$ cat src/pkg/ffc_pkg.sv
// constants for the fan fault, count and target register block
package ffc_pkg;
    // register indices; byte address is four times the index
    localparam logic [7:0] IDX_MODE      = 8'h96;
    localparam logic [7:0] IDX_SAVED     = 8'h9E;
    localparam logic [7:0] IDX_FTIME     = 8'h9F;
    localparam logic [7:0] IDX_CNT_HI    = 8'hA0;
    localparam logic [7:0] IDX_CNT_LO    = 8'hA1;
    localparam logic [7:0] IDX_TGT_HI    = 8'hA2;
    localparam logic [7:0] IDX_TGT_LO    = 8'hA3;
    localparam logic [7:0] IDX_FULL_HI   = 8'hA4;
    localparam logic [7:0] IDX_FULL_LO   = 8'hA5;
    localparam logic [7:0] IDX_STATUS    = 8'hB0;
    localparam int         ADDR_W        = 10;
    // reset values
    localparam logic [3:0] FTIME_RST     = 4'hA;
    localparam logic [7:0] CNT_HI_RST    = 8'h0F;
    localparam logic [7:0] CNT_LO_RST    = 8'hFF;
    localparam logic [7:0] TGT_HI_RST    = 8'h00;
    localparam logic [7:0] TGT_LO_RST    = 8'h01;
    localparam logic [7:0] FULL_HI_RST   = 8'h03;
    localparam logic [7:0] FULL_LO_RST   = 8'hFF;
    localparam logic [1:0] MODE_RST      = 2'h0;
    // field positions
    localparam int         MODE_DUTY_B   = 0;
    localparam int         MODE_MANUAL_B = 1;
    localparam int         FULLSEL_B     = 4;
    localparam int         STAT_FAULT_B  = 0;
    // duty codes
    localparam logic [7:0] DUTY_MAX      = 8'hFF;
    localparam logic [7:0] DUTY_FULL     = 8'hFF;
    localparam logic [7:0] DUTY_40PCT    = 8'h66;
    // timing
    localparam longint     FAULT_UNIT_NS = 1000000000;
    localparam longint     CLK_PERIOD_NS = 4;
    localparam int         CYC_PER_SEC   = int'(FAULT_UNIT_NS / CLK_PERIOD_NS);
    localparam logic [1:0] STRAP_SETTLE  = 2'h2;
    // bus responses
    localparam logic [1:0] RESP_OKAY     = 2'h0;
    localparam logic [1:0] RESP_SLVERR   = 2'h2;
endpackage

$ cat src/verilog/ffc_fan_regs.sv
// fan fault timer, latched fan counts, target and power-on duty, behind an axi4-lite slave
//
// Decided for this implementation: the AXI4-Lite slave port.
`timescale 1ns/100ps
module ffc_fan_regs #(
    parameter int CYC_PER_SEC = ffc_pkg::CYC_PER_SEC
) (
    input  wire logic        aclk,             // 250 MHz clock
    input  wire logic        aresetn,          // synchronous reset, active low
    input  wire logic [9:0]  s_axi_awaddr,     // write address
    input  wire logic        s_axi_awvalid,    // write address valid
    output logic             s_axi_awready,    // write address ready
    input  wire logic [31:0] s_axi_wdata,      // write data
    input  wire logic [3:0]  s_axi_wstrb,      // write strobes
    input  wire logic        s_axi_wvalid,     // write data valid
    output logic             s_axi_wready,     // write data ready
    output logic [1:0]       s_axi_bresp,      // write response
    output logic             s_axi_bvalid,     // write response valid
    input  wire logic        s_axi_bready,     // write response ready
    input  wire logic [9:0]  s_axi_araddr,     // read address
    input  wire logic        s_axi_arvalid,    // read address valid
    output logic             s_axi_arready,    // read address ready
    output logic [31:0]      s_axi_rdata,      // read data
    output logic [1:0]       s_axi_rresp,      // read response
    output logic             s_axi_rvalid,     // read data valid
    input  wire logic        s_axi_rready,     // read data ready
    input  wire logic        duty_strap_pin,   // power-on duty choice strap
    input  wire logic        saved_duty_valid, // saved duty byte was programmed
    input  wire logic [7:0]  saved_duty_byte,  // saved power-on duty
    input  wire logic [15:0] fan_count_in,     // measured tach count
    input  wire logic [7:0]  pwm_duty_in,      // present drive duty
    input  wire logic [7:0]  start_duty_in,    // minimum start-up duty
    input  wire logic        fan_stopped_in,   // fan reported stopped
    input  wire logic        auto_we,          // auto loop updates target
    input  wire logic [15:0] auto_target_in,   // auto loop target value
    output logic [1:0]       fan_mode,         // mode bits
    output logic [15:0]      fan_target,       // expected count or duty
    output logic [15:0]      fan_fullspeed,    // full-speed count
    output logic [7:0]       poweron_duty,     // power-on duty
    output logic             poweron_valid,    // power-on duty loaded
    output logic             fan_fault_evt     // one-cycle fault event
);
    // bus state
    logic        awready_r, wready_r, bvalid_r, arready_r, rvalid_r;
    logic        aw_held_r, w_held_r;
    logic [7:0]  aw_idx_r;
    logic [7:0]  wdat_r;
    logic        wlane_r;
    logic [31:0] rdata_r;
    logic [1:0]  rresp_r, bresp_r;
    // block state
    logic [1:0]  mode_r;
    logic [3:0]  ftime_r;
    logic        fullsel_r;
    logic [7:0]  tgt_hi_r, tgt_lo_r, full_hi_r, full_lo_r;
    logic [7:0]  cnt_lo_frz_r, full_lo_frz_r;
    logic        fault_flag_r, fault_evt_r;
    logic [31:0] pre_r;
    logic [4:0]  sec_r;
    logic        strap_s1_r, strap_s2_r;
    logic [1:0]  settle_r;
    logic        pon_valid_r;
    logic [7:0]  pon_duty_r;

    // write channel
    wire aw_take   = s_axi_awvalid & awready_r;
    wire w_take    = s_axi_wvalid & wready_r;
    wire wr_do     = aw_held_r & w_held_r & ~bvalid_r;
    wire aw_hnxt   = (aw_held_r | aw_take) & ~wr_do;
    wire w_hnxt    = (w_held_r | w_take) & ~wr_do;
    wire bv_nxt    = wr_do | (bvalid_r & ~s_axi_bready);
    wire wr_en     = wr_do & wlane_r;
    wire wr_mode   = wr_en && aw_idx_r == ffc_pkg::IDX_MODE;
    wire wr_ftime  = wr_en && aw_idx_r == ffc_pkg::IDX_FTIME;
    wire wr_tgt_hi = wr_en && aw_idx_r == ffc_pkg::IDX_TGT_HI;
    wire wr_tgt_lo = wr_en && aw_idx_r == ffc_pkg::IDX_TGT_LO;
    wire wr_full_h = wr_en && aw_idx_r == ffc_pkg::IDX_FULL_HI;
    wire wr_full_l = wr_en && aw_idx_r == ffc_pkg::IDX_FULL_LO;
    wire wr_stat   = wr_en && aw_idx_r == ffc_pkg::IDX_STATUS;
    wire wr_known  = aw_idx_r == ffc_pkg::IDX_MODE || aw_idx_r == ffc_pkg::IDX_SAVED
                  || aw_idx_r == ffc_pkg::IDX_FTIME || aw_idx_r == ffc_pkg::IDX_STATUS
                  || (aw_idx_r >= ffc_pkg::IDX_CNT_HI && aw_idx_r <= ffc_pkg::IDX_FULL_LO);

    // read channel
    wire        ar_take  = s_axi_arvalid & arready_r;
    wire        rv_nxt   = ar_take | (rvalid_r & ~s_axi_rready);
    wire [7:0]  ar_idx   = s_axi_araddr[9:2];
    wire        duty_md  = mode_r[ffc_pkg::MODE_DUTY_B];
    wire        auto_md  = ~mode_r[ffc_pkg::MODE_MANUAL_B];
    wire        rd_cnt_h = ar_take && ar_idx == ffc_pkg::IDX_CNT_HI;
    wire        rd_full_h = ar_take && ar_idx == ffc_pkg::IDX_FULL_HI;
    wire [7:0]  tgt_hi_vis = duty_md ? 8'h00 : tgt_hi_r;
    wire [7:0]  ftime_vis  = {3'h0, fullsel_r, ftime_r};
    wire [7:0]  stat_vis   = {7'h00, fault_flag_r};
    wire        rd_hit   = ar_idx == ffc_pkg::IDX_MODE || ar_idx == ffc_pkg::IDX_SAVED
                        || ar_idx == ffc_pkg::IDX_FTIME || ar_idx == ffc_pkg::IDX_STATUS
                        || (ar_idx >= ffc_pkg::IDX_CNT_HI && ar_idx <= ffc_pkg::IDX_FULL_LO);
    wire [7:0]  rd_byte  =
        ar_idx == ffc_pkg::IDX_MODE    ? {6'h00, mode_r} :
        ar_idx == ffc_pkg::IDX_SAVED   ? pon_duty_r :
        ar_idx == ffc_pkg::IDX_FTIME   ? ftime_vis :
        ar_idx == ffc_pkg::IDX_CNT_HI  ? fan_count_in[15:8] :
        ar_idx == ffc_pkg::IDX_CNT_LO  ? cnt_lo_frz_r :
        ar_idx == ffc_pkg::IDX_TGT_HI  ? tgt_hi_vis :
        ar_idx == ffc_pkg::IDX_TGT_LO  ? tgt_lo_r :
        ar_idx == ffc_pkg::IDX_FULL_HI ? full_hi_r :
        ar_idx == ffc_pkg::IDX_FULL_LO ? full_lo_frz_r :
        ar_idx == ffc_pkg::IDX_STATUS  ? stat_vis : 8'h00;

    // fault detection
    wire        short_spd = (pwm_duty_in == ffc_pkg::DUTY_MAX) & ~duty_md
                          & (fan_count_in > {tgt_hi_r, tgt_lo_r});
    wire        stall     = fan_stopped_in & (pwm_duty_in > start_duty_in);
    wire        fault_c   = short_spd | stall;
    wire        sec_tick  = pre_r == 32'(CYC_PER_SEC - 1);
    wire        time_up   = sec_tick && sec_r == {1'b0, ftime_r};
    wire        fault_now = fault_c & time_up;
    wire        clr_fault = wr_stat & wdat_r[ffc_pkg::STAT_FAULT_B];

    // power-on duty
    wire        settled   = settle_r == ffc_pkg::STRAP_SETTLE;
    wire [7:0]  strap_dty = strap_s2_r ? ffc_pkg::DUTY_40PCT : ffc_pkg::DUTY_FULL;

    // auto target update
    wire        hw_upd    = auto_md & auto_we;

    always_ff @(posedge aclk) begin
        if (!aresetn) begin
            awready_r <= 1'b0;
            wready_r  <= 1'b0;
            bvalid_r  <= 1'b0;
            arready_r <= 1'b0;
            rvalid_r  <= 1'b0;
            aw_held_r <= 1'b0;
            w_held_r  <= 1'b0;
            aw_idx_r  <= 8'h00;
            wdat_r    <= 8'h00;
            wlane_r   <= 1'b0;
            rdata_r   <= 32'h00000000;
            rresp_r   <= ffc_pkg::RESP_OKAY;
            bresp_r   <= ffc_pkg::RESP_OKAY;
        end else begin
            aw_held_r <= aw_hnxt;
            w_held_r  <= w_hnxt;
            awready_r <= ~aw_hnxt & ~bv_nxt;
            wready_r  <= ~w_hnxt & ~bv_nxt;
            bvalid_r  <= bv_nxt;
            arready_r <= ~rv_nxt;
            rvalid_r  <= rv_nxt;
            if (aw_take) begin
                aw_idx_r <= s_axi_awaddr[9:2];
            end
            if (w_take) begin
                wdat_r  <= s_axi_wdata[7:0];
                wlane_r <= s_axi_wstrb[0];
            end
            if (wr_do) begin
                bresp_r <= wr_known ? ffc_pkg::RESP_OKAY : ffc_pkg::RESP_SLVERR;
            end
            if (ar_take) begin
                rdata_r <= {24'h000000, rd_byte};
                rresp_r <= rd_hit ? ffc_pkg::RESP_OKAY : ffc_pkg::RESP_SLVERR;
            end
        end
    end

    always_ff @(posedge aclk) begin
        if (!aresetn) begin
            mode_r        <= ffc_pkg::MODE_RST;
            ftime_r       <= ffc_pkg::FTIME_RST;
            tgt_hi_r      <= ffc_pkg::TGT_HI_RST;
            tgt_lo_r      <= ffc_pkg::TGT_LO_RST;
            full_hi_r     <= ffc_pkg::FULL_HI_RST;
            full_lo_r     <= ffc_pkg::FULL_LO_RST;
            cnt_lo_frz_r  <= ffc_pkg::CNT_LO_RST;
            full_lo_frz_r <= ffc_pkg::FULL_LO_RST;
        end else begin
            if (wr_mode) begin
                mode_r <= wdat_r[1:0];
            end
            if (wr_ftime) begin
                ftime_r <= wdat_r[3:0];
            end
            if (hw_upd) begin
                tgt_hi_r <= auto_target_in[15:8];
                tgt_lo_r <= auto_target_in[7:0];
            end else begin
                if (wr_tgt_hi && !duty_md) begin
                    tgt_hi_r <= wdat_r;
                end
                if (wr_tgt_lo && !auto_md) begin
                    tgt_lo_r <= wdat_r;
                end
            end
            if (wr_full_h) begin
                full_hi_r <= wdat_r;
            end
            if (wr_full_l) begin
                full_lo_r <= wdat_r;
            end
            if (rd_cnt_h) begin
                cnt_lo_frz_r <= fan_count_in[7:0];
            end
            if (rd_full_h) begin
                full_lo_frz_r <= full_lo_r;
            end
        end
    end

    // fault timer: prescaler to seconds, restarts when the condition drops
    always_ff @(posedge aclk) begin
        if (!aresetn) begin
            pre_r        <= 32'h00000000;
            sec_r        <= 5'h00;
            fault_evt_r  <= 1'b0;
            fault_flag_r <= 1'b0;
        end else begin
            if (!fault_c || time_up) begin
                pre_r <= 32'h00000000;
                sec_r <= 5'h00;
            end else if (sec_tick) begin
                pre_r <= 32'h00000000;
                sec_r <= sec_r + 5'h01;
            end else begin
                pre_r <= pre_r + 32'h00000001;
            end
            fault_evt_r <= fault_now;
            if (fault_now) begin
                fault_flag_r <= 1'b1;
            end else if (clr_fault) begin
                fault_flag_r <= 1'b0;
            end
        end
    end

    // strap capture after reset release
    always_ff @(posedge aclk) begin
        strap_s1_r <= duty_strap_pin;
        strap_s2_r <= strap_s1_r;
    end

    always_ff @(posedge aclk) begin
        if (!aresetn) begin
            settle_r    <= 2'h0;
            fullsel_r   <= 1'b1;
            pon_valid_r <= 1'b0;
            pon_duty_r  <= ffc_pkg::DUTY_FULL;
        end else begin
            if (!settled) begin
                settle_r <= settle_r + 2'h1;
            end
            if (settled && !pon_valid_r) begin
                pon_valid_r <= 1'b1;
                fullsel_r   <= strap_s2_r;
                pon_duty_r  <= saved_duty_valid ? saved_duty_byte : strap_dty;
            end else if (wr_ftime) begin
                fullsel_r <= wdat_r[ffc_pkg::FULLSEL_B];
            end
        end
    end

    assign s_axi_awready = awready_r;
    assign s_axi_wready  = wready_r;
    assign s_axi_bvalid  = bvalid_r;
    assign s_axi_bresp   = bresp_r;
    assign s_axi_arready = arready_r;
    assign s_axi_rvalid  = rvalid_r;
    assign s_axi_rdata   = rdata_r;
    assign s_axi_rresp   = rresp_r;
    assign fan_mode      = mode_r;
    assign fan_target    = {tgt_hi_r, tgt_lo_r};
    assign fan_fullspeed = {full_hi_r, full_lo_r};
    assign poweron_duty  = pon_duty_r;
    assign poweron_valid = pon_valid_r;
    assign fan_fault_evt = fault_evt_r;
endmodule

$ cat config.mk
export PLATFORM = sky130hd
export DESIGN_NAME = ffc_fan_regs
export DESIGN_NICKNAME = d
export VERILOG_FILES = /design/src/pkg/ffc_pkg.sv /design/src/verilog/ffc_fan_regs.sv
export SDC_FILE = /design/constraint.sdc
export NUM_CORES = 1
export LEC_CHECK = 0
export BUFFER_PORTS_ARGS = -buffer_cell sky130_fd_sc_hd__buf_2
export CORE_ASPECT_RATIO = 1.2
export CORE_MARGIN = 2
export CORE_UTILIZATION = 35
export CTS_CLUSTER_SIZE = 10
export DETAILED_ROUTE_END_ITERATION = 8
export PLACE_DENSITY = 0.61
export SLEW_MARGIN = 15
export SYNTH_ARGS = -nofsm -noshare
export SYNTH_HDL_FRONTEND = slang
export SYNTH_SLANG_ARGS = --single-unit
$ cat constraint.sdc
create_clock -name aclk -period 3.7 [get_ports aclk]
set_clock_uncertainty 0.1 [all_clocks]
set_input_delay 0.37 -clock aclk [delete_from_list [all_inputs] [get_ports aclk]]
set_output_delay 0.37 -clock aclk [all_outputs]
set_load 0.05 [all_outputs]
==> results of run 1 <==
## sequential cells by signal, indices dropped and copies added, names as in the netlist, 2 cells and up
signal         flops
pre_r             32
aw_idx_r           8
cnt_lo_frz_r       8
full_hi_r          8
full_lo_frz_r      8
full_lo_r          8
poweron_duty       8
s_axi_rdata        8
tgt_hi_r           8
tgt_lo_r           8
wdat_r             8
sec_r              5
ftime_r            4
fan_mode           2
settle_r           2
## per-stage QoR
stage	power (uW)	cell area, sq um	util	cells
global placement	2270	7970	0.396	1231
detailed placement	2270	7970	0.396	1231
floorplan	2110	7190	-	875
CTS	4080	8600	0.428	1264
finish	4050	8610	0.428	1265
global route	4220	8610	0.428	1265
## power groups by stage
stage	Combinational [uW]	Clock [uW]	Sequential, uW
5_1_grt	651	1920	1650
3_5_place_dp	591	0	1680
2_1_floorplan	338	0	1770
6_report	591	1820	1640
4_1_cts	595	1840	1640
3_3_place_gp	589	0	1680
## worst min-delay path by stage
| stage | from | to | slack, ps | depth (start not counted) |
|---|---|---|---|---|
| global route | s_axi_awaddr[8] | aw_idx_r[6] | 80 | 3 |
| finish | s_axi_awaddr[8] | aw_idx_r[6] | 80 | 3 |
| global placement | strap_s1_r | strap_s2_r | 210 | 0 |
| detailed placement | strap_s1_r | strap_s2_r | 220 | 0 |
| CTS | auto_target_in[0] | tgt_lo_r[0] | 70 | 3 |
| floorplan | strap_s1_r | strap_s2_r | 210 | 0 |
## synth_stat cells, drive strengths merged (2+ instances only)
| cell type | n |
|---|---|
| dfxtp | 141 |
| nand2 | 107 |
| nor2 | 97 |
| mux2i | 53 |
| a21oi | 48 |
| inv | 36 |
| buf | 34 |
| o21ai | 34 |
| clkbuf | 32 |
| nand3 | 31 |
| xor2 | 29 |
| ha | 27 |
| a211oi | 25 |
| nand4 | 17 |
| nor3 | 16 |
| and2 | 10 |
| and3 | 10 |
| nor2b | 9 |
| nor3b | 9 |
| xnor2 | 9 |
| a31oi | 7 |
| o211ai | 7 |
| a22o | 5 |
| nand2b | 5 |
| o22ai | 5 |
| a221oi | 4 |
| nand3b | 4 |
| a22oi | 3 |
| a32o | 3 |
| nand4b | 3 |
| o2bb2ai | 3 |
| a2bb2oi | 2 |
| nand4bb | 2 |
| nor4b | 2 |
| o2111ai | 2 |
| o21a | 2 |
| o31ai | 2 |
| or3 | 2 |
| or3b | 2 |
| or4 | 2 |
## metal layers
| layer | GRT usage | share of wire | up-vias |
|---|---|---|---|
| li1 | - | - | 3191 |
| met1 | 0.238 | 0.43 | 3038 |
| met2 | 0.325 | 0.49 | 199 |
| met3 | 0.0410 | 0.053 | 33 |
| met4 | 0.0732 | 0.028 | 2 |
| met5 | 0 | 0.00063 | - |
## worst register-to-register path: cells and delay by family (launching register included)
| family | cells | cell delay, ps |
|---|---|---|
| flip-flops | 1 | 520 |
| buffers and inverters | 1 | 100 |
| AND/OR/NAND/NOR | 3 | 700 |
| AO/OA/AOI/OAI | 3 | 960 |
| adder cells (fa/ha/maj) | 1 | 300 |
## cell type report
| class | instances | area [sq um] | area share |
|---|---|---|---|
| clock inverter | 13 | 176 | 0.0205 |
| tap | 265 | 332 | 0.0385 |
| multi-input combinational | 632 | 3870 | 0.450 |
| sequential | 141 | 2820 | 0.328 |
| clock buffer | 19 | 453 | 0.0526 |
| inverter | 36 | 135 | 0.0157 |
| antenna | 1 | 2.50 | 0.000291 |
| timing repair buffer | 158 | 813 | 0.0945 |
## placed cells by master, fill, tap and decap left out, types with 3 or more instances in the layout
cell       synthesis  routed
nor3_2             3       3
o21ai_0           34      34
mux2i_1           53      53
a31oi_1            7       7
nor2_1            96      96
nand2_1          107     107
nand3b_1           4       4
and2_1            10      10
o211ai_1           7       7
nor3_1            13      13
a22oi_1            3       3
bufinv_16          0       3
xnor2_1            9       9
and3_1            10      10
inv_1             35      35
nand4_1           17      17
nand4b_1           3       3
nor2b_1            9       9
dfxtp_1          141     141
inv_6              0       5
nand3_1           31      31
o2bb2ai_1          3       3
buf_4             26       7
a221oi_1           4       4
conb_1             1      26
nor3b_1            9       9
clkbuf_16          0      17
nand2b_1           5       5
buf_2              3     150
ha_1              27      27
a22o_1             5       5
xor2_1            29      29
clkinv_4           0       4
a32o_1             3       3
a21oi_1           48      48
o22ai_1            5       5
a211oi_1          25      25
## logic make-up (layout without fill, tap and decap cells)
family                     count (synthesis)  in the layout  share of synthesized area
xor gates and xnor gates                  38             38                     0.0469
and+or+nand+nor                          332            332                      0.223
DFF                                      141            141                      0.398
muxes                                     54             54                     0.0763
buffers and inverters                    102            226                     0.0703
AOI/OAI and AO/OA                        155            155                      0.138
other                                      1             27                   0.000528
adders and majority gates                 27             27                     0.0476
==> key figures, run 1 <==
Run status
  • Status: finished clean

CTS
  • Clock sink total: 141
  • Clock latency on the worst-skew pair: 420 ps
  • Clk slew on worst S/H paths: 70 ps
  • Max clock buf depth: 2
  • CTS tree: built
  • Setup Fix Bufs, Post-CTS: 0
  • CTS hold repair buffers: 1
  • Root buf cell: clkbuf_16
  • Number of H-tree levels: 4
  • PostCTS Resize Cnt: 0
  • Number of CTS-inserted buffers: 17

Critical path
  • Critical path's largest stage delay: 520 ps
  • Buf/Inv on CP: 1
  • Crit path launch type: flop
  • Flop-to-flop setup slack: 960 ps
  • Reg2reg start: tgt_hi_r[5]
  • Worst path required time: 3960 ps
  • CP Class: flop to flop
  • Crit-path max FO: 5
  • CP top delay family: compound AO/OA/AOI/OAI gates
  • Crit-path slowest cell: dfxtp_1
  • Reg2Reg Depth: 8
  • CP arrival: 2990 ps
  • CP endpoint kind: flop
  • Critical path, cell by cell: inv_1 -> ha_1 -> nand4_1 -> or3_1 -> a311o_1 -> a21oi_1 -> o21ai_0 -> nor2_1
  • Critical Path Start: tgt_hi_r[5]
  • Worst setup endpoint: sec_r[1]
  • Worst path depth: 8
  • Worst R2R End: sec_r[1]

Die
  • Core Rows: 57
  • I/O Pins: 208
  • Die Height: 160 microns
  • Initial Utilization: 0.353
  • Placeable Area: 0.0201 sq mm
  • Die W: 134 microns
  • Die area: 0.0214 sq mm

Synthesis
  • Ranking of synthesized cells by area: dfxtp_1 40%, mux2i_1 7.5%, nand2_1 5.7%, nor2_1 5.1%, ha_1 4.8%
  • Mean Syn Cell Area: 8.35 sq um
  • Ys async rst share: 0
  • Post-synth EDFFs: 0
  • Ys Warns: 0
  • Area leader, netlist: dfxtp_1
  • Synth top area share: 0.398
  • Post-synthesis cell count: 850
  • Library cells used by synthesis: 56
  • Syn Std Cell Area: 0.00710 sq mm
  • Most used DFF post-synth: dfxtp_1
  • Seq/Total Area, Yosys: 0.398
  • #FFs+latches synth: 141

Placed design
  • Routability cong.: 0.873
  • Detailed placement HPWL: 15,400 microns
  • Pre-CTS setup slack: 979 ps
  • I/O Buffers: 150

STA
  • Max Slew Vio Count: 0
  • Final min period: 2740 ps
  • Fin. Hold Viols: 0
  • Max Fclk: 0.365 GHz
  • RSZ-0062 raised after global routing: false
  • Fin crit share: 0.740
  • Worst Slack Setup Final: 962 ps
  • Slew HR: 0.272
  • Setup Viol. Count Final: 0
  • Hold slack: 81.6 ps
  • Worst slew pin tran: 1090 ps
  • Setup tns final: 0 ps

Routing
  • DR pass1 iterations: 5
  • WL final: 20,800 microns
  • Via count: 6,463
  • DR DRC count: 0
  • Initial DRC Count: 384
  • Via-per-instance ratio: 5.11
  • Detail Route Antenna Nets: 0
  • DR WL/cell: 16.4 microns

Pwr
  • Sw frac: 0.292
  • VDD IR-drop max: 0.285 mV
  • Clk network pwr share: 0.448
  • Cell internal pwr: 2870 uW
  • Pwr dens: 471 mW/mm^2
  • Combinational Power Share: 0.146
  • Lkg Pwr: 0.00361 uW
  • Sw Pwr: 1180 uW
  • Sequential share of power: 0.406

Run
  • Max Cap Viol: 0

GRT
  • Vias in the first global route: 5,983
  • Grt ovf: 0
  • Initial antenna violation count: 2
  • Largest net degree at the start of global routing: 55
  • First-pass GRT wire length: 32,000 microns
  • Total track usage: 0.192

Worst hold path
  • Worst hold path type: primary input to flop

Finish
  • Fillers: 2,061
  • Share of layout cells above drive strength 1: 0.199
  • Nets: 1,136
  • Area delta synth->final: 21.2%
Power figures use the tool's default switching activity.
==> run 2: changes to the inputs <==
clock period = 2.7 ns   (was 3.7 ns; I/O delays follow)
==> run 2 against run 1 <==
Combinational power up 48%. Cell count up 3.9%. Design area up 4.8%. Highest routed layer is now met4.
==> key figures, run 2 (synthesized netlist as in run 1, its figures left out) <==
Run status
  • Status: finished clean

Die
  • I/O Pins: 208
  • Placeable Area: 0.0201 sq mm
  • Die area: 0.0214 sq mm
  • Die W: 134 microns
  • Initial Utilization: 0.353
  • Core Rows: 57
  • Die Height: 160 microns

Placed design
  • Detailed placement HPWL: 16,200 microns
  • I/O Buffers: 150
  • # placed instances: 1,254
  • Routability cong.: 0.902
  • Pre-CTS setup slack: 209 ps

CTS
  • Root buf cell: clkbuf_16
  • Max clock buf depth: 2
  • Number of H-tree levels: 4
  • Clk slew on worst S/H paths: 70 ps
  • CTS tree: built
  • Clock sink total: 141
  • Clock latency on the worst-skew pair: 440 ps
  • Number of CTS-inserted buffers: 17
  • Setup Fix Bufs, Post-CTS: 0

Worst hold path
  • Worst hold path type: primary input to flop
  • Worst Hold Launch: auto_target_in[6]
  • Hold path endpoint: tgt_lo_r[6]
  • Hold path cells: 3

GRT
  • Met3 Track Usage GR: 0.0435
  • Vias in the first global route: 6,271
  • Met1 Usage GRT: 0.240
  • Total track usage: 0.200
  • Busiest grt layer: met2
  • Initial antenna violation count: 0
  • GR Util met2: 0.346
  • Largest net degree at the start of global routing: 45
  • First-pass GRT wire length: 33,200 microns
  • Grt ovf: 0

STA
  • Setup Viol. Count Final: 0
  • Max Fclk: 0.414 GHz
  • Worst Slack Setup Final: 285 ps
  • Worst slew pin tran: 631 ps
  • RSZ-0062 raised after global routing: false
  • Fin. Hold Viols: 0
  • Final min period: 2410 ps
  • Slew HR: 0.578
  • Max Slew Vio Count: 0
  • Setup tns final: 0 ps
  • Fin crit share: 0.894
  • Hold slack: 9.52 ps

Routing
  • Via-per-instance ratio: 4.99
  • DR pass1 iterations: 5
  • DR WL/cell: 16.3 microns
  • Detail Route Antenna Nets: 0
  • WL final: 21,400 microns
  • DR DRC count: 0
  • Via count: 6,561
  • Initial DRC Count: 297

Critical path
  • CP Class: flop to flop
  • Reg2Reg Depth: 9
  • Worst path required time: 2890 ps
  • Reg2reg start: tgt_hi_r[6]
  • CP endpoint kind: flop
  • Crit-path max FO: 5
  • Worst R2R End: fan_fault_evt
  • Crit path launch type: flop
  • Flop-to-flop setup slack: 290 ps
  • CP arrival: 2610 ps

Finish
  • Most frequent cells in the layout: 150 x buf_2, 141 x dfxtp_1, 107 x nand2_1
  • Max reg flops: 32
  • Core Util, Final: 0.448
  • Share of layout cells above drive strength 1: 0.212
  • Antenna cells: 0
  • Layout Cells excl Fill: 1,314
  • Reg with most FFs: pre_r
  • Area delta synth->final: 27.0%
  • Most common cell after layout, fill and taps aside: buf_2
  • Nets: 1,186

Pwr
  • VDD IR-drop max: 0.427 mV
  • Lkg Pwr: 0.00383 uW
  • Pwr dens: 605 mW/mm^2

Run
  • Max Cap Viol: 0
## run 2: cell types whose count changed in the layout (fill, tap and decap cells not counted), moves of 2 or more
cell and change:
buf_4 +22, bufinv_16 -3, clkbuf_8 -2, clkinv_4 -4
dlygate4sd3_1 +27, inv_8 +9
## run 2: metal layers
metal  wire [microns]  share of wire
met5                0              0
met4              607          0.028
met3             1170          0.055
met2            10500           0.49
met1             9070           0.42
## run 2: power breakdown
part / leakage (uW) / internal [uW] / switching [uW]
combinational: 0.00239 / 283 / 592
clock: 0.000289 / 1250 / 1090
sequential: 0.00115 / 2160 / 77.5
## run 2: per-stage QoR
stage / area [sq um] / power [uW]
2_1_floorplan: 7190 / 2890
5_1_grt: 9020 / 5670
3_5_place_dp: 8150 / 3130
4_1_cts: 9020 / 5490
6_report: 9020 / 5450
3_3_place_gp: 8150 / 3120
## run 2: layout make-up
cell class | count | area (sq um)
timing repair buffer | 208 | 1270
multi-input combinational | 632 | 3870
fill | 2037 | 11100
sequential | 141 | 2820
clock buffer | 17 | 425
inverter | 36 | 135
clock inverter | 15 | 160
tap | 265 | 332
## run 2: worst max path at each step
stage / startpoint / endpoint / slack (ps)
after floorplan: tgt_hi_r[7] / pre_r[23] / 110
after global placement: tgt_hi_r[6] / sec_r[4] / 210
after detailed placement: tgt_hi_r[6] / sec_r[1] / 210
after CTS: tgt_hi_r[6] / sec_r[2] / 190
after global routing: tgt_hi_r[6] / fan_fault_evt / 110
final: tgt_hi_r[6] / fan_fault_evt / 290
## run 2: what timing repair did
action,in CTS,in global routing
hold endpoints to repair,28,0
hold buffers,28,0
resized for setup,0,1
endpoints found under the setup margin,0,5
## run 2: worst max-delay path, cell delays in order (launching register included)
cell and delay (ps):
dfxtp_1 400, inv_1 70, ha_1 290, nand4_1 110, or3_1 420, o31ai_1 250, a21oi_1 60, buf_4 160
nor2_1 290, nor2_1 140
==> run 3: changes to the inputs <==
REMOVE_ABC_BUFFERS = 1   (was unset)
==> run 3 against run 2 <==
Via count increased by 0.98%. Cell count fell by 0.30%. Clock power grew 14%. Wire length is 2.2% lower. Fmax decreased by 5.4%. Hold slack about the same. First-iteration DRC count up 39%. Combinational power is 1% lower.
==> key figures, run 3 (synthesized netlist as in run 1, its figures left out) <==
CTS
  • CTS tree: built
  • Number of CTS-inserted buffers: 17
  • Setup Fix Bufs, Post-CTS: 0
  • Number of H-tree levels: 4
  • Clock latency on the worst-skew pair: 430 ps
  • Max clock buf depth: 2
  • Clock sink total: 141
  • Root buf cell: clkbuf_16
  • Clk slew on worst S/H paths: 60 ps

Finish
  • Antenna cells: 0
  • Layout Cells excl Fill: 1,310
  • Share of layout cells above drive strength 1: 0.209
  • Most frequent cells in the layout: 150 x buf_2, 141 x dfxtp_1, 107 x nand2_1
  • Area delta synth->final: 27.6%
  • Most common cell after layout, fill and taps aside: buf_2
  • Max reg flops: 32
  • Nets: 1,182
  • Reg with most FFs: pre_r
  • Core Util, Final: 0.450

STA
  • Worst slew pin tran: 738 ps
  • Setup Viol. Count Final: 0
  • Hold slack: 9.61 ps
  • Max Slew Vio Count: 0
  • Final min period: 2550 ps
  • Max Fclk: 0.392 GHz
  • Fin. Hold Viols: 0
  • Fin crit share: 0.945
  • RSZ-0062 raised after global routing: false
  • Slew HR: 0.507

Run
  • Max Cap Viol: 0

GRT
  • Vias in the first global route: 6,318
  • Total track usage: 0.194
  • First-pass GRT wire length: 32,600 microns
  • Initial antenna violation count: 0
  • Largest net degree at the start of global routing: 40
  • Grt ovf: 0

Routing
  • DR pass1 iterations: 5
  • WL final: 20,900 microns
  • Initial DRC Count: 414
  • Via-per-instance ratio: 5.06
  • Via count: 6,625
  • DR WL/cell: 16.0 microns
  • Detail Route Antenna Nets: 0
  • DR DRC count: 0

Die
  • Die W: 134 microns
  • Die area: 0.0214 sq mm
  • Initial Utilization: 0.353
  • Die Height: 160 microns
  • I/O Pins: 208
  • Core Rows: 57
  • Placeable Area: 0.0201 sq mm

Critical path
  • CP Class: flop to flop
  • CP endpoint kind: flop
  • Crit path launch type: flop
  • Critical path, cell by cell: inv_1 -> ha_1 -> nand4_1 -> or3_1 -> a311o_1 -> a21oi_1 -> buf_4 -> o21bai_2 -> buf_12 -> nor2_1
  • Worst path required time: 2960 ps
  • CP arrival: 2810 ps
  • Crit-path max FO: 22
  • Critical path's largest stage delay: 430 ps
  • Crit-path slowest cell: or3_1

Pwr
  • Total power: 5770 uW
  • VDD IR-drop max: 0.432 mV
  • Lkg Pwr: 0.00384 uW
  • Pwr dens: 637 mW/mm^2

Run status
  • Status: finished clean

Placed design
  • I/O Buffers: 150
  • # placed instances: 1,253
  • Routability cong.: 0.905
  • Detailed placement HPWL: 15,700 microns

Worst hold path
  • Worst hold path type: primary input to flop
==> run 3: cell types whose count changed in the layout (fill, tap and decap cells not counted) <==
cell           delta
clkinv_2          +2
clkinv_4          +1
clkbuf_8          +1
bufinv_16         +6
dlygate4sd3_1     -3
inv_8             -9
buf_4             -1
inv_6             -4
clkbuf_1          +3
clkinv_8          -1
clkinvlp_4        +1
==> run 3: path summary, 6_finish.rpt <==
| kind | start | end | slack, ps | cells after the start |
|---|---|---|---|---|
| worst max-delay path | tgt_hi_r[7] | pre_r[20] | 150 | 10 |
| worst min register to register | strap_s1_r | strap_s2_r | 220 | 0 |
| worst max register to register | tgt_hi_r[7] | pre_r[20] | 150 | 10 |
| worst min-delay path | fan_count_in[2] | cnt_lo_frz_r[2] | 10 | 3 |
==> run 3: critical path: cells and delay by family (launching register included) <==
family | cells | cell delay (ps)
fa+ha+maj | 1 | 300
flops | 1 | 360
simple gates | 3 | 670
compound gates | 3 | 620
buf+inv | 3 | 390
==> run 3: metrics by stage <==
stage                     TNS, ps  setup WS [ps]  cell area, sq um
after CTS                       0           30.1              9060
after global routing            0           35.6              9060
after detailed placement        0           79.2              8140
after floorplan             -3210           -112              6830
final                           0            147              9060
after global placement          0            141              8140
==> run 3: area by class of cell <==
cell class	instances	area (sq um)
Tap cell	265	332
Multi-Input combinational cell	632	3870
Sequential cell	141	2820
Clock buffer	21	450
Fill cell	2059	11100
Timing Repair Buffer	204	1230
Inverter	36	135
Clock inverter	11	214
==> run 3: routing by layer <==
layer | vias up | wire length [microns] | global-route usage | share of wire
met5 | - | 0 | 0 | 0
met4 | 0 | 736 | 0.0813 | 0.035
met3 | 47 | 1050 | 0.0441 | 0.050
met2 | 188 | 9910 | 0.327 | 0.47
met1 | 3099 | 9200 | 0.238 | 0.44
li1 | 3291 | - | - | -
==> run 3: power by group <==
part           internal [uW]  switching, uW  total (uW)
Clock                   1750            912        2670
Combinational            277            587         864
Sequential              2160           75.9        2240
==> run 3: repair_timing <==
action | CTS | global route
endpoints found under the setup margin | 0 | 5
endpoints found under the hold margin | 25 | 0
hold buffers | 25 | 0
gates resized for setup | 0 | 1
